===== config.mk =====
export PLATFORM = sky130hd
export DESIGN_NAME = scp_serial_port
export DESIGN_NICKNAME = d
export VERILOG_FILES = /design/src/core/scp_clkgen.v /design/src/core/scp_serial_port.v
export VERILOG_INCLUDE_DIRS = /design/src /design/src/shared
export SDC_FILE = /design/constraint.sdc
export NUM_CORES = 1
export LEC_CHECK = 0
export ABC_AREA = 1
export ABC_CLOCK_PERIOD_IN_PS = 5050
export BUFFER_PORTS_ARGS = -buffer_cell sky130_fd_sc_hd__buf_2
export CORE_ASPECT_RATIO = 0.7
export CORE_MARGIN = 2
export CORE_UTILIZATION = 30
export DETAILED_ROUTE_END_ITERATION = 10
export RECOVER_POWER = 50
export SYNTH_ARGS = -nofsm -noshare
export SYNTH_HDL_FRONTEND = slang
export SYNTH_SLANG_ARGS = --single-unit

===== constraint.sdc =====
create_clock -name clk_i -period 5.05 [get_ports clk_i]
set_input_delay 0 -clock clk_i [delete_from_list [all_inputs] [get_ports clk_i]]
set_output_delay 0 -clock clk_i [all_outputs]
set_load 0.01 [all_outputs]

===== src/shared/scp_regs.vh =====
`ifndef SCP_REGS_VH
`define SCP_REGS_VH
// register byte offsets
`define SCP_OFS_CTRL      12'h000
`define SCP_OFS_STAT      12'h004
`define SCP_OFS_CLKCTL    12'h008
`define SCP_OFS_RX_LOW    12'h00C
`define SCP_OFS_RX_MID    12'h010
`define SCP_OFS_RX_HIGH   12'h014
`define SCP_OFS_TX_LOW    12'h018
`define SCP_OFS_TX_MID    12'h01C
`define SCP_OFS_TX_HIGH   12'h020
`define SCP_OFS_TX_ADDR   12'h024
// clock control fields
`define SCP_CC_TXSEL      15
`define SCP_CC_RXSEL      14
`define SCP_CC_PRESC      13
`define SCP_CC_COD        12
`define SCP_CC_DIV_MSB    11
`define SCP_CC_RST        24'h000000
// control fields
`define SCP_CR_FMT_MSB    2
`define SCP_CR_SHDIR      3
`define SCP_CR_POL        4
`define SCP_CR_TIMER_IRQ_ENABLE       5
`define SCP_CR_RST        24'h000000
// status fields
`define SCP_ST_IDLE_TX    0
`define SCP_ST_TXE        1
`define SCP_ST_RXF        2
`define SCP_ST_OVR        4
`define SCP_ST_PAR        5
`define SCP_ST_FRM        6
`define SCP_ST_R8         7
`define SCP_ST_TMR        8
// word formats
`define SCP_FMT_SYNC      3'h0
`define SCP_FMT_A10       3'h2
`define SCP_FMT_EVEN      3'h4
`define SCP_FMT_ODD       3'h5
`define SCP_FMT_MDROP     3'h6
// timing
`define SCP_PRESC_DIV     4'h8
`define SCP_ASYNC_OVS     5'h10
`define SCP_STAT_DELAY    2
`endif


===== src/core/scp_clkgen.v =====
`default_nettype none
// ****************************************
// internal serial clock generation
// ****************************************
module scp_clkgen (
   input  wire        clk_i,
   input  wire        rst_i,
   input  wire        presc8_i,
   input  wire [11:0] div_i,
   output reg         tick_o,
   output wire        phase_o
);
   reg  [2:0]  pre_r;
   reg  [11:0] cnt_r;
   reg         half_r;
   assign phase_o = half_r;
   wire        pre_tick = !presc8_i || (pre_r == 3'h7);

   always @(posedge clk_i) begin
      if (rst_i) begin
         pre_r  <= 3'h0;
         cnt_r  <= 12'h000;
         half_r <= 1'b0;
         tick_o <= 1'b0;
      end else begin
         tick_o <= 1'b0;
         pre_r  <= presc8_i ? pre_r + 3'h1 : 3'h0;
         if (pre_tick) begin
            if (cnt_r >= div_i) begin
               cnt_r  <= 12'h000;
               half_r <= ~half_r;
               tick_o <= half_r;
            end else begin
               cnt_r <= cnt_r + 12'h001;
            end
         end
      end
   end
endmodule // scp_clkgen
`default_nettype wire


===== src/core/scp_serial_port.v =====
// What this block does
// - reset clears whole clock control register
// - bit 15 picks transmit clock source
// - bit 14 picks receive clock source
// - clock pin output only if both clear
// - synchronous mode shares one clock source
// - prescale 1 or 8, then halve
// - divider ratio is field plus one
// - synchronous clock out fixed divide two
// - async pin clock divided sixteen unless bit12
// - timeout sets timer interrupt when enabled
// - sync clock at bit rate, free-running
// - async output clock runs continuously
// - polarity bit picks the external clock edge for both
// - full word loads receive byte, flags
// - receive byte readable on three lanes
// - transmit byte written from three lanes
// - address location sets address bit
// - any transmit write clears empty flag
// - auto load, first bit two-three bits later
// - async frame start, data, bit9 if fmt[2], stop
// - transmit interrupt only while empty
// - status updates two cycles after writes
// - empty flag set when nothing pending
// - reading receive data clears full flag
//
// Local design decisions: the placing of the registers and the APB interface to the registers.
`default_nettype none
`include "scp_regs.vh"
module scp_serial_port (
   input  wire        clk_i,
   input  wire        rst_i,
   input  wire        psel_i,
   input  wire        penable_i,
   input  wire        pwrite_i,
   input  wire [11:0] paddr_i,
   input  wire [31:0] pwdata_i,
   output reg  [31:0] prdata_o,
   output reg         pready_o,
   output reg         pslverr_o,
   input  wire        rxd_i,
   output reg         txd_o,
   input  wire        sclk_i,
   output reg         sclk_o,
   output reg         sclk_oe_o,
   output reg         timer_irq_o,
   output reg         tx_irq_o
);
// ****************************************
// registers and pin synchronisers
// ****************************************
   reg  [23:0] serial_clock_control_r;
   reg  [23:0] serial_control_reg_r;
   reg  [7:0]  tx_data_reg_r;
   reg         tx_addr_bit_r;
   reg         tx_holding_empty_r;
   reg  [7:0]  rx_data_reg_r;
   reg         rx_holding_full_r;
   reg         framing_flag_r;
   reg         parity_flag_r;
   reg         overrun_flag_r;
   reg         r8_flag_r;
   reg         timer_pend_r;
   reg  [1:0]  rx_sync_r;
   reg  [1:0]  ck_sync_r;
   reg         ck_prev_r;
   reg  [1:0]  txe_pipe_r;
   wire        int_tick;
   wire        clk_phase;

   wire [2:0]  fmt   = serial_control_reg_r[`SCP_CR_FMT_MSB:0];
   wire        sync_mode = (fmt == `SCP_FMT_SYNC);
   wire        msb1st = serial_control_reg_r[`SCP_CR_SHDIR];
   wire        pol    = serial_control_reg_r[`SCP_CR_POL];
   wire        tx_ext = serial_clock_control_r[`SCP_CC_TXSEL];
   wire        rx_ext = serial_clock_control_r[`SCP_CC_RXSEL];
   wire        clock_out_divider_sel    = serial_clock_control_r[`SCP_CC_COD];
   wire        has_b9 = fmt[2];

   scp_clkgen u_clkgen (
      .clk_i    (clk_i),
      .rst_i    (rst_i),
      .presc8_i (serial_clock_control_r[`SCP_CC_PRESC]),
      .div_i    (serial_clock_control_r[`SCP_CC_DIV_MSB:0]),
      .tick_o   (int_tick),
      .phase_o  (clk_phase)
   );

   always @(posedge clk_i) begin
      if (rst_i) begin
         rx_sync_r <= 2'h3;
         ck_sync_r <= 2'h0;
         ck_prev_r <= 1'b0;
      end else begin
         rx_sync_r <= {rx_sync_r[0], rxd_i};
         ck_sync_r <= {ck_sync_r[0], sclk_i};
         ck_prev_r <= ck_sync_r[1];
      end
   end
   // one pulse per external clock edge, polarity picks the edge
   wire ext_tick = pol ? (ck_prev_r & ~ck_sync_r[1])
                       : (~ck_prev_r & ck_sync_r[1]);
   wire tx_tick = tx_ext ? ext_tick : int_tick;
   wire rx_src  = sync_mode ? tx_ext : rx_ext;
   wire rx_tick = rx_src ? ext_tick : int_tick;

// ****************************************
// clock pin output
// ****************************************
   reg [3:0] out_div_r;
   always @(posedge clk_i) begin
      if (rst_i) begin
         out_div_r <= 4'h0;
         sclk_o    <= 1'b0;
         sclk_oe_o <= 1'b0;
      end else begin
         sclk_oe_o <= ~tx_ext & ~rx_ext;
         if (int_tick)
            out_div_r <= out_div_r + 4'h1;
         if (!sync_mode && clock_out_divider_sel)
            sclk_o <= clk_phase;
         else if (int_tick && sync_mode)
            sclk_o <= ~sclk_o;
         else if (int_tick && out_div_r[2:0] == 3'h7)
            sclk_o <= ~sclk_o;
      end
   end

// ****************************************
// transmitter
// ****************************************
   reg  [3:0]  tx_sub_r;
   reg  [3:0]  tx_bit_r;
   reg  [10:0] tx_sh_r;
   reg         tx_busy_r;
   reg  [1:0]  tx_lead_r;
   wire        tx_bit_tick = tx_tick &&
                  (sync_mode ? tx_sub_r[0] : tx_sub_r == 4'hF);
   wire [7:0]  tx_ord = msb1st ?
      {tx_data_reg_r[0], tx_data_reg_r[1], tx_data_reg_r[2],
       tx_data_reg_r[3], tx_data_reg_r[4], tx_data_reg_r[5],
       tx_data_reg_r[6], tx_data_reg_r[7]} : tx_data_reg_r;
   wire        tx_b9 = (fmt == `SCP_FMT_MDROP) ? tx_addr_bit_r :
                       (fmt == `SCP_FMT_ODD) ? ~^tx_data_reg_r :
                       ^tx_data_reg_r;
   wire [3:0]  tx_len = sync_mode ? 4'h8 : (has_b9 ? 4'hB : 4'hA);

   always @(posedge clk_i) begin
      if (rst_i) begin
         tx_sub_r  <= 4'h0;
         tx_bit_r  <= 4'h0;
         tx_sh_r   <= 11'h7FF;
         tx_busy_r <= 1'b0;
         tx_lead_r <= 2'h0;
         txd_o     <= 1'b1;
      end else begin
         if (tx_tick)
            tx_sub_r <= tx_sub_r + 4'h1;
         if (tx_bit_tick) begin
            if (!tx_busy_r && !tx_holding_empty_r) begin
               if (tx_lead_r == 2'h1) begin
                  tx_busy_r <= 1'b1;
                  tx_bit_r  <= 4'h0;
                  tx_lead_r <= 2'h0;
                  if (sync_mode)
                     tx_sh_r <= {3'h7, tx_ord};
                  else if (has_b9)
                     tx_sh_r <= {1'b1, tx_b9, tx_ord, 1'b0};
                  else
                     tx_sh_r <= {2'h3, tx_ord, 1'b0};
               end else begin
                  tx_lead_r <= tx_lead_r + 2'h1;
               end
            end else if (tx_busy_r) begin
               txd_o    <= tx_sh_r[0];
               tx_sh_r  <= {1'b1, tx_sh_r[10:1]};
               tx_bit_r <= tx_bit_r + 4'h1;
               if (tx_bit_r == tx_len - 4'h1)
                  tx_busy_r <= 1'b0;
            end
         end
      end
   end
   wire tx_load = tx_bit_tick && !tx_busy_r && !tx_holding_empty_r
                  && tx_lead_r == 2'h1;

// ****************************************
// receiver
// ****************************************
   reg  [3:0]  rx_sub_r;
   reg  [3:0]  rx_bit_r;
   reg  [9:0]  rx_sh_r;
   reg         rx_busy_r;
   wire        rx_line = rx_sync_r[1];
   wire [3:0]  rx_len = sync_mode ? 4'h8 : (has_b9 ? 4'hB : 4'hA);
   wire        rx_samp = rx_tick &&
                  (sync_mode ? rx_sub_r[0] : rx_sub_r == 4'h7);
   wire        rx_done = rx_samp && rx_busy_r &&
                         rx_bit_r == rx_len - 4'h1;
   wire [9:0]  rx_word = {rx_line, rx_sh_r[9:1]};
   wire [7:0]  rx_raw = sync_mode ? rx_word[9:2] :
                        has_b9 ? rx_sh_r[8:1] : rx_word[8:1];
   wire        rx_b9 = rx_sh_r[9];
   wire [7:0]  rx_dat = msb1st ?
      {rx_raw[0], rx_raw[1], rx_raw[2], rx_raw[3],
       rx_raw[4], rx_raw[5], rx_raw[6], rx_raw[7]} : rx_raw;
   wire        rx_frm = !sync_mode && !rx_line;
   wire        rx_par = (fmt == `SCP_FMT_EVEN && (^rx_raw ^ rx_b9)) ||
                        (fmt == `SCP_FMT_ODD && !(^rx_raw ^ rx_b9));

   always @(posedge clk_i) begin
      if (rst_i) begin
         rx_sub_r  <= 4'h0;
         rx_bit_r  <= 4'h0;
         rx_sh_r   <= 10'h000;
         rx_busy_r <= 1'b0;
      end else begin
         if (!rx_busy_r && !sync_mode && rx_line)
            rx_sub_r <= 4'h0;
         else if (rx_tick)
            rx_sub_r <= rx_sub_r + 4'h1;
         if (!rx_busy_r && (sync_mode || !rx_line)) begin
            rx_busy_r <= 1'b1;
            rx_bit_r  <= 4'h0;
         end else if (rx_samp && rx_busy_r) begin
            rx_sh_r  <= {rx_line, rx_sh_r[9:1]};
            rx_bit_r <= rx_bit_r + 4'h1;
            if (rx_done || (rx_bit_r == 4'h0 && !sync_mode && rx_line))
               rx_busy_r <= 1'b0;
         end
      end
   end

// ****************************************
// apb slave and flags
// ****************************************
   wire acc  = psel_i & penable_i & ~pready_o;
   wire wr   = acc & pwrite_i;
   wire rd   = acc & ~pwrite_i;
   wire wtx  = wr && (paddr_i == `SCP_OFS_TX_LOW ||
                      paddr_i == `SCP_OFS_TX_MID ||
                      paddr_i == `SCP_OFS_TX_HIGH ||
                      paddr_i == `SCP_OFS_TX_ADDR);
   wire rrx  = rd && (paddr_i == `SCP_OFS_RX_LOW ||
                      paddr_i == `SCP_OFS_RX_MID ||
                      paddr_i == `SCP_OFS_RX_HIGH);
   wire known = paddr_i == `SCP_OFS_CTRL || paddr_i == `SCP_OFS_STAT ||
                paddr_i == `SCP_OFS_CLKCTL ||
                paddr_i == `SCP_OFS_TX_LOW || paddr_i == `SCP_OFS_TX_MID ||
                paddr_i == `SCP_OFS_TX_HIGH || paddr_i == `SCP_OFS_TX_ADDR ||
                paddr_i == `SCP_OFS_RX_LOW || paddr_i == `SCP_OFS_RX_MID ||
                paddr_i == `SCP_OFS_RX_HIGH;
   reg  stat_rd_r;
   wire [23:0] status = {15'h0000, timer_pend_r, r8_flag_r,
                         framing_flag_r, parity_flag_r, overrun_flag_r,
                         1'b0, rx_holding_full_r, txe_pipe_r[1],
                         txe_pipe_r[1] & ~tx_busy_r};

   always @(posedge clk_i) begin
      if (rst_i) begin
         serial_clock_control_r <= `SCP_CC_RST;
         serial_control_reg_r   <= `SCP_CR_RST;
         tx_data_reg_r      <= 8'h00;
         tx_addr_bit_r      <= 1'b0;
         tx_holding_empty_r <= 1'b1;
         txe_pipe_r         <= 2'h3;
         rx_data_reg_r      <= 8'h00;
         rx_holding_full_r  <= 1'b0;
         framing_flag_r     <= 1'b0;
         parity_flag_r      <= 1'b0;
         overrun_flag_r     <= 1'b0;
         r8_flag_r          <= 1'b0;
         timer_pend_r       <= 1'b0;
         stat_rd_r          <= 1'b0;
         prdata_o    <= 32'h00000000;
         pready_o    <= 1'b0;
         pslverr_o   <= 1'b0;
         timer_irq_o <= 1'b0;
         tx_irq_o    <= 1'b0;
      end else begin
         pready_o  <= acc;
         pslverr_o <= acc & ~known;
         txe_pipe_r <= {txe_pipe_r[0], tx_holding_empty_r};
         if (wr && paddr_i == `SCP_OFS_CLKCTL)
            serial_clock_control_r <= {8'h00, pwdata_i[15:0]};
         if (wr && paddr_i == `SCP_OFS_CTRL)
            serial_control_reg_r <= {18'h00000, pwdata_i[5:0]};
         if (wtx) begin
            tx_holding_empty_r <= 1'b0;
            tx_addr_bit_r <= (paddr_i == `SCP_OFS_TX_ADDR);
            case (paddr_i)
               `SCP_OFS_TX_MID:  tx_data_reg_r <= pwdata_i[15:8];
               `SCP_OFS_TX_HIGH: tx_data_reg_r <= pwdata_i[23:16];
               default:          tx_data_reg_r <= pwdata_i[7:0];
            endcase
         end else if (tx_load)
            tx_holding_empty_r <= 1'b1;
         if (rd && paddr_i == `SCP_OFS_STAT)
            stat_rd_r <= 1'b1;
         else if (rrx)
            stat_rd_r <= 1'b0;
         // received word wins over a clearing read in the same cycle
         if (rx_done && !framing_flag_r) begin
            if (rx_holding_full_r && !rrx) begin
               overrun_flag_r <= 1'b1;
               framing_flag_r <= 1'b0;
               parity_flag_r  <= 1'b0;
            end else begin
               rx_data_reg_r     <= rx_dat;
               rx_holding_full_r <= 1'b1;
               framing_flag_r    <= rx_frm;
               parity_flag_r     <= rx_par;
               r8_flag_r <= (fmt == `SCP_FMT_MDROP) & rx_b9;
            end
         end else if (rrx) begin
            rx_holding_full_r <= 1'b0;
            if (stat_rd_r) begin
               framing_flag_r <= 1'b0;
               parity_flag_r  <= 1'b0;
               overrun_flag_r <= 1'b0;
            end
         end
         // a timeout in the clearing cycle keeps the flag set
         if (int_tick && serial_control_reg_r[`SCP_CR_TIMER_IRQ_ENABLE])
            timer_pend_r <= 1'b1;
         else if (rd && paddr_i == `SCP_OFS_STAT)
            timer_pend_r <= 1'b0;
         timer_irq_o <= timer_pend_r;
         tx_irq_o    <= txe_pipe_r[1];
         if (rd) begin
            case (paddr_i)
               `SCP_OFS_CTRL:    prdata_o <= {8'h00, serial_control_reg_r};
               `SCP_OFS_STAT:    prdata_o <= {8'h00, status};
               `SCP_OFS_CLKCTL:  prdata_o <= {8'h00, serial_clock_control_r};
               `SCP_OFS_RX_LOW:  prdata_o <= {24'h000000, rx_data_reg_r};
               `SCP_OFS_RX_MID:  prdata_o <= {16'h0000, rx_data_reg_r, 8'h00};
               `SCP_OFS_RX_HIGH: prdata_o <= {8'h00, rx_data_reg_r, 16'h0000};
               default:          prdata_o <= 32'h00000000;
            endcase
         end
      end
   end
endmodule // scp_serial_port
`default_nettype wire


Yosys cells after proc, flatten, opt, wreduce, memory -nomap -nowiden
Cells that the tools add are included.
{ "classes": {"add_sub_neg": 9, "magnitude_cmp": 1, "eq_ne": 22, "mux": 52, "n_bitwise": 27, "n_reduce_logical": 84} }
{ "ops": {"columns": ["cell", "count"], "rows": [
  ["$pmux W24 S6", 1],
  ["$eq A12 B5 Y1 const B", 4],
  ["$mux W1", 35],
  ["$mux W11", 3],
  ["$mux W8", 4],
  ["$logic_and A1 B1 Y1", 27],
  ["$eq A12 B4 Y1 const B", 2],
  ["$eq A12 B6 Y1 const B", 2],
  ["$add A4 B1 Y4 const B", 5],
  ["$mux W10", 2],
  ["$logic_or A1 B1 Y1", 18],
  ["$not A1 Y1", 16],
  ["$pmux W8 S2", 1],
  ["$reduce_and A2 Y1", 8],
  ["$reduce_bool A2 Y1", 8],
  ["$reduce_xor A8 Y1", 2],
  ["$eq A3 B3 Y1 const B", 5],
  ["$add A12 B1 Y12 const B", 1],
  ["$eq A12 B3 Y1 const B", 1],
  ["$ge A12 B12 Y1", 1],
  ["$logic_not A12 Y1", 1],
  ["$mux W12", 1],
  ["$mux W4", 3],
  ["$and A1 B1 Y1", 10],
  ["other kinds (19)", 34]
]} }
{ "word_totals": {"register_bits": 155, "in_bits": 51, "out_inout_bits": 39, "word_cells": 234} }

Longest topological paths before layout
{ "logic_depth": {"ltp_word": 12, "ltp_mapped": 15, "ltp_nobuf": 15} }

Cells and area by module
Synthesis repeated with hierarchy kept, for this count alone.
{ "hier_totals": {"cells_unflattened": 1029, "hier_area_um2": 7342.0} }
{ "by_module_without_submodules": {"columns": ["module", "instances", "cells_per_inst", "area_each_um2", "seq_area_each_um2"], "rows": [
  ["scp_serial_port", 1, 884, 6231.0, 2542.4],
  ["scp_clkgen", 1, 145, 1111.1, 340.3]
]} }

Worst setup path before layout
Ideal clock, no wire load.
{ "synth_timing": {"kind": "flip-flop to flip-flop", "startpoint": "register serial_control_reg_r[0]", "endpoint": "register rx_data_reg_r[6]", "t_arrival_ns": 1.653, "required_ns": 4.935, "setup_slack_ns": 3.282, "stages_incl_launch_ff": 15, "synth_period_minus_slack_ns": 1.768, "path_cell_list": "dfxtp_1 nor2_4 nand2_2 buf_6 o211ai_2 nand2_2 inv_4 nand2_4 inv_6 nand3_4 inv_4 nand2_4 buf_6 o21ai_2 a21oi_2"} }
{ "synth_via": {"elab_chain_cells": 8, "elab_cells_between_ends": 14, "cone_classes": "add/sub: 1; eq/ne: 1; mux: 6; reduce/logical: 6"} }
{ "synth_lines": {"columns": ["item", "line", "rtl"], "rows": [
  ["start: declaration", "scp_serial_port.v:53", "reg [23:0] serial_control_reg_r;"],
  ["start signal: assignment", "scp_serial_port.v:262", "serial_control_reg_r <= `SCP_CR_RST;"],
  ["start signal: assignment", "scp_serial_port.v:287", "serial_control_reg_r <= {18'h00000, pwdata_i[5:0]};"],
  ["$logic_not A3 Y1 (no source line) *", null, null],
  ["parallel branches: the longest is 7 deep, another holds $sub A4 B1 Y4", null, null],
  ["end signal: assignment", "scp_serial_port.v:309", "rx_data_reg_r <= rx_dat;"],
  ["end: declaration", "scp_serial_port.v:57", "reg [7:0] rx_data_reg_r;"]
]} }
Mark *: on every way between the ends.
A chain may end at the register's enable or synchronous reset.

==> out/results.md <==
| Quantity | Reported |
| --- | --- |
| Clock tree sinks | 144 |
| Kind of start point of the critical path | input pin |
| First-pass detailed-route iteration total | 4 |
| Cells along the critical path | clkbuf_1 > clkbuf_1 > nor2_1 > a32o_1 |
| H-tree level count | 4 |
| Post-Syn Area | 7370 µm² |
| Critical Path AT | 3.89 ns |
| Max-cap violations | 1 |
| Post-detailed-placement half-perimeter wirelength | 15.08 mm |
| Asr flop ratio synth | 0 |
| GRT overflow | 0 |
| Post-route clock period utilization | 0.7071 |
| Count of nets left with antenna violations after detail routing | 0 |
| Row count | 47 |
| Number of nets in the finished design | 1196 |
| Worst setup EP type | flop |
| Max stage delay cell, worst path | sky130_fd_sc_hd__clkbuf_1 |
| Leakage power total | 3.537 nW |
| Mean post-synth cell area | 7.045 µm² |
| CTS Root Cell | sky130_fd_sc_hd__clkbuf_16 |
| Fin Setup TNS | 0 ns |
| Area growth, synth to finish | 18.01% |
| Via count of the first global-routing pass | 6367 |
| Initial core utilization | 0.3087 |
| Later-pin clock latency in the skew report | 0.43 ns |
| Actual slew at the worst max-slew pin | 3.840 ns |
| Maximum buffer depth of the clock tree | 2 |
| Sum of routed wire length over all layers | 20.53 mm |
| Routed length per instance | 14.12 µm |
| DRC errors left | 0 |
| Fmax | 280.0 MHz |
| Most frequent standard cell in the layout excluding fill and tap cells | sky130_fd_sc_hd__nand2_1 |
| Die width | 191.3 µm |
| Wire length of the first global-routing pass | 32.74 mm |
| Total count of hold-check failures in the final report | 0 |
| Number of clock buffers inserted by TritonCTS | 17 |
| Setup fix buffers added after clock tree synthesis | 0 |
| Max-slew violation count | 79 |
| CP max FO | 78 |
| Path class of the lowest-slack min-delay path | input pin to flop |
| Area of the core | 23880 µm² |
| IO Pins | 90 |
| Placed instance area | 7929 µm² |
| Routability congestion estimate from global placement | 0.8681 |
| Worst-case clock skew | 0.01108 ns |
| Number of inserted diodes | 0 |
| Pin count of the biggest net entering global routing | 79 |
| Number of flops mapped to enable cells by yosys | 0 |
| Worst rel slew slack | -1.560 |
| Setup repair after global routing missed its margin | false |
| Vias per inst | 4.884 |
| Synth warn | 0 |
| Synth Instances | 1046 |
| Fraction of the yosys area taken by sequential cells | 0.3912 |
| Area of the die | 25850 µm² |
| Die boundary height | 135.1 µm |
| Clock tree from TritonCTS | yes |
| Data required, critical path | 5.37 ns |
| Worst vdd rail ir drop | 225.5 µV |
| Final worst-path setup slack | 1.479 ns |
| Proportion of layout cells with a drive suffix above 1 | 0.09507 |
| Final core utilization | 0.3643 |
| Worst setup path class | input pin to flop |
| Clock-pin slew of the registers on the worst-case setup and hold paths | 0.07 ns |
| Fin crit period | 3.571 ns |
| Detailed Route Iter0 Violations | 532 |
| Vias after detailed routing | 7101 |
| Most frequently used flop master after synthesis | sky130_fd_sc_hd__dfxtp_1 |
| Global-route total usage across every layer | 0.1615 |
| CTS resizes | 0 |
| Most frequent cell on the critical path | sky130_fd_sc_hd__clkbuf_1 |
| Ratio of total power to cell area | 295.4 nW/µm² |
| IO Port Bufs | 73 |
| Violated checks | max-capacitance violations, max-slew violations |
| Initial antenna violation count | 0 |
| Synth cell types | 52 |
| Outcome | finished, violations left |
| Most frequent cells in the layout | sky130_fd_sc_hd__nand2_1 (211), sky130_fd_sc_hd__dfxtp_1 (144), sky130_fd_sc_hd__inv_1 (122), sky130_fd_sc_hd__a21oi_1 (100), sky130_fd_sc_hd__o21ai_0 (99) |
| Longest individual stage delay on the worst path | 2.68 ns |
| Post-CTS Hold Fix Bufs | 22 |
| Worst setup slack after placement | 1.913 ns |
| #FFs+latches synth | 144 |
| # setup viols final | 0 |
| Post-route cell area | 8697 µm² |
==> layout make-up <==
cell class | instances | area [µm²]
Fill cell | 2622 | 15180
Multi-Input combinational cell | 732 | 3756
Sequential cell | 144 | 2883
Timing Repair Buffer | 98 | 564.3
Inverter | 130 | 498.0
Clock buffer | 17 | 425.4
Tap cell | 318 | 397.9
Clock inverter | 15 | 172.7
==> worst paths after layout <==
path                      startpoint               end  slack, ns  depth (start not counted)
max                            rst_i      timer_pend_r       1.48                          4
min reg2reg            txe_pipe_r[0]     txe_pipe_r[1]       0.41                          1
min                     pwdata_i[16]  tx_data_reg_r[0]       0.02                          5
max reg2reg  serial_control_reg_r[2]    overrun_flag_r       1.71                         15
==> state kept, by name, summed over array words and instances, names as in the netlist, 4 cells and up <==
signal                  cells
prdata_o                   24
serial_clock_control_r     16
u_clkgen.cnt_r             12
tx_sh_r                    10
rx_sh_r                     9
rx_data_reg_r               8
tx_data_reg_r               8
serial_control_reg_r        6
rx_bit_r                    4
rx_sub_r                    4
tx_bit_r                    4
tx_sub_r                    4
==> logic make-up after synthesis <==
| family | after synthesis | synth area share |
|---|---|---|
| buffers and inverters | 177 | 0.1019 |
| muxes | 2 | 0.002717 |
| xor gates and xnor gates | 17 | 0.02020 |
| DFF | 144 | 0.3912 |
| other | 1 | 0.0005088 |
| adders and majority gates | 22 | 0.03735 |
| and+or+nand+nor | 420 | 0.2445 |
| AOI/OAI and AO/OA | 263 | 0.2017 |
==> synthesized netlist by cell type (all sizes together), types with 9 or more instances <==
master	count	share of area
dfxtp	144	0.39
nor2	102	0.056
a21oi	102	0.070
buf	20	0.021
o21ai	103	0.071
nor3	9	0.0068
ha	22	0.037
o22ai	10	0.0085
a211oi	25	0.026
nand3	76	0.054
xor2	9	0.011
inv	128	0.067
clkbuf	27	0.014
nand2	216	0.11
==> where the power goes <==
| part | internal [W] | total, W | switching, W |
|---|---|---|---|
| registers | 0.00115 | 0.00115 | 0.00000720 |
| logic | 0.0000435 | 0.000118 | 0.0000742 |
| clock network | 0.000743 | 0.00130 | 0.000556 |
| total | 0.00193 | 0.00257 | 0.000637 |
==> worst max-delay path, delay by kind of cell <==
kind                   cells  cell delay (ns)
AND/OR/NAND/NOR            1             0.60
buffers and inverters      2             2.79
AO/OA/AOI/OAI              1             0.44
==> metrics by stage <==
step | instances | hold WS (ns) | total power (W)
after floorplan | 1053 | 0.1038 | 0.001243
final | 1454 | 0.01807 | 0.002569
after global placement | 1400 | 0.2199 | 0.001283
after detailed placement | 1400 | 0.2140 | 0.001284
after global routing | 1454 | 0.04666 | 0.002657
after CTS | 1454 | 0.002594 | 0.002594
==> metal layers <==
metal / global-route usage / routed length [µm]
met1: 0.2480 / 10800
met2: 0.2230 / 8131
met3: 0.03911 / 1439
met4: 0.03761 / 155
met5: 0 / 0
Power figures use the tool's default switching activity.
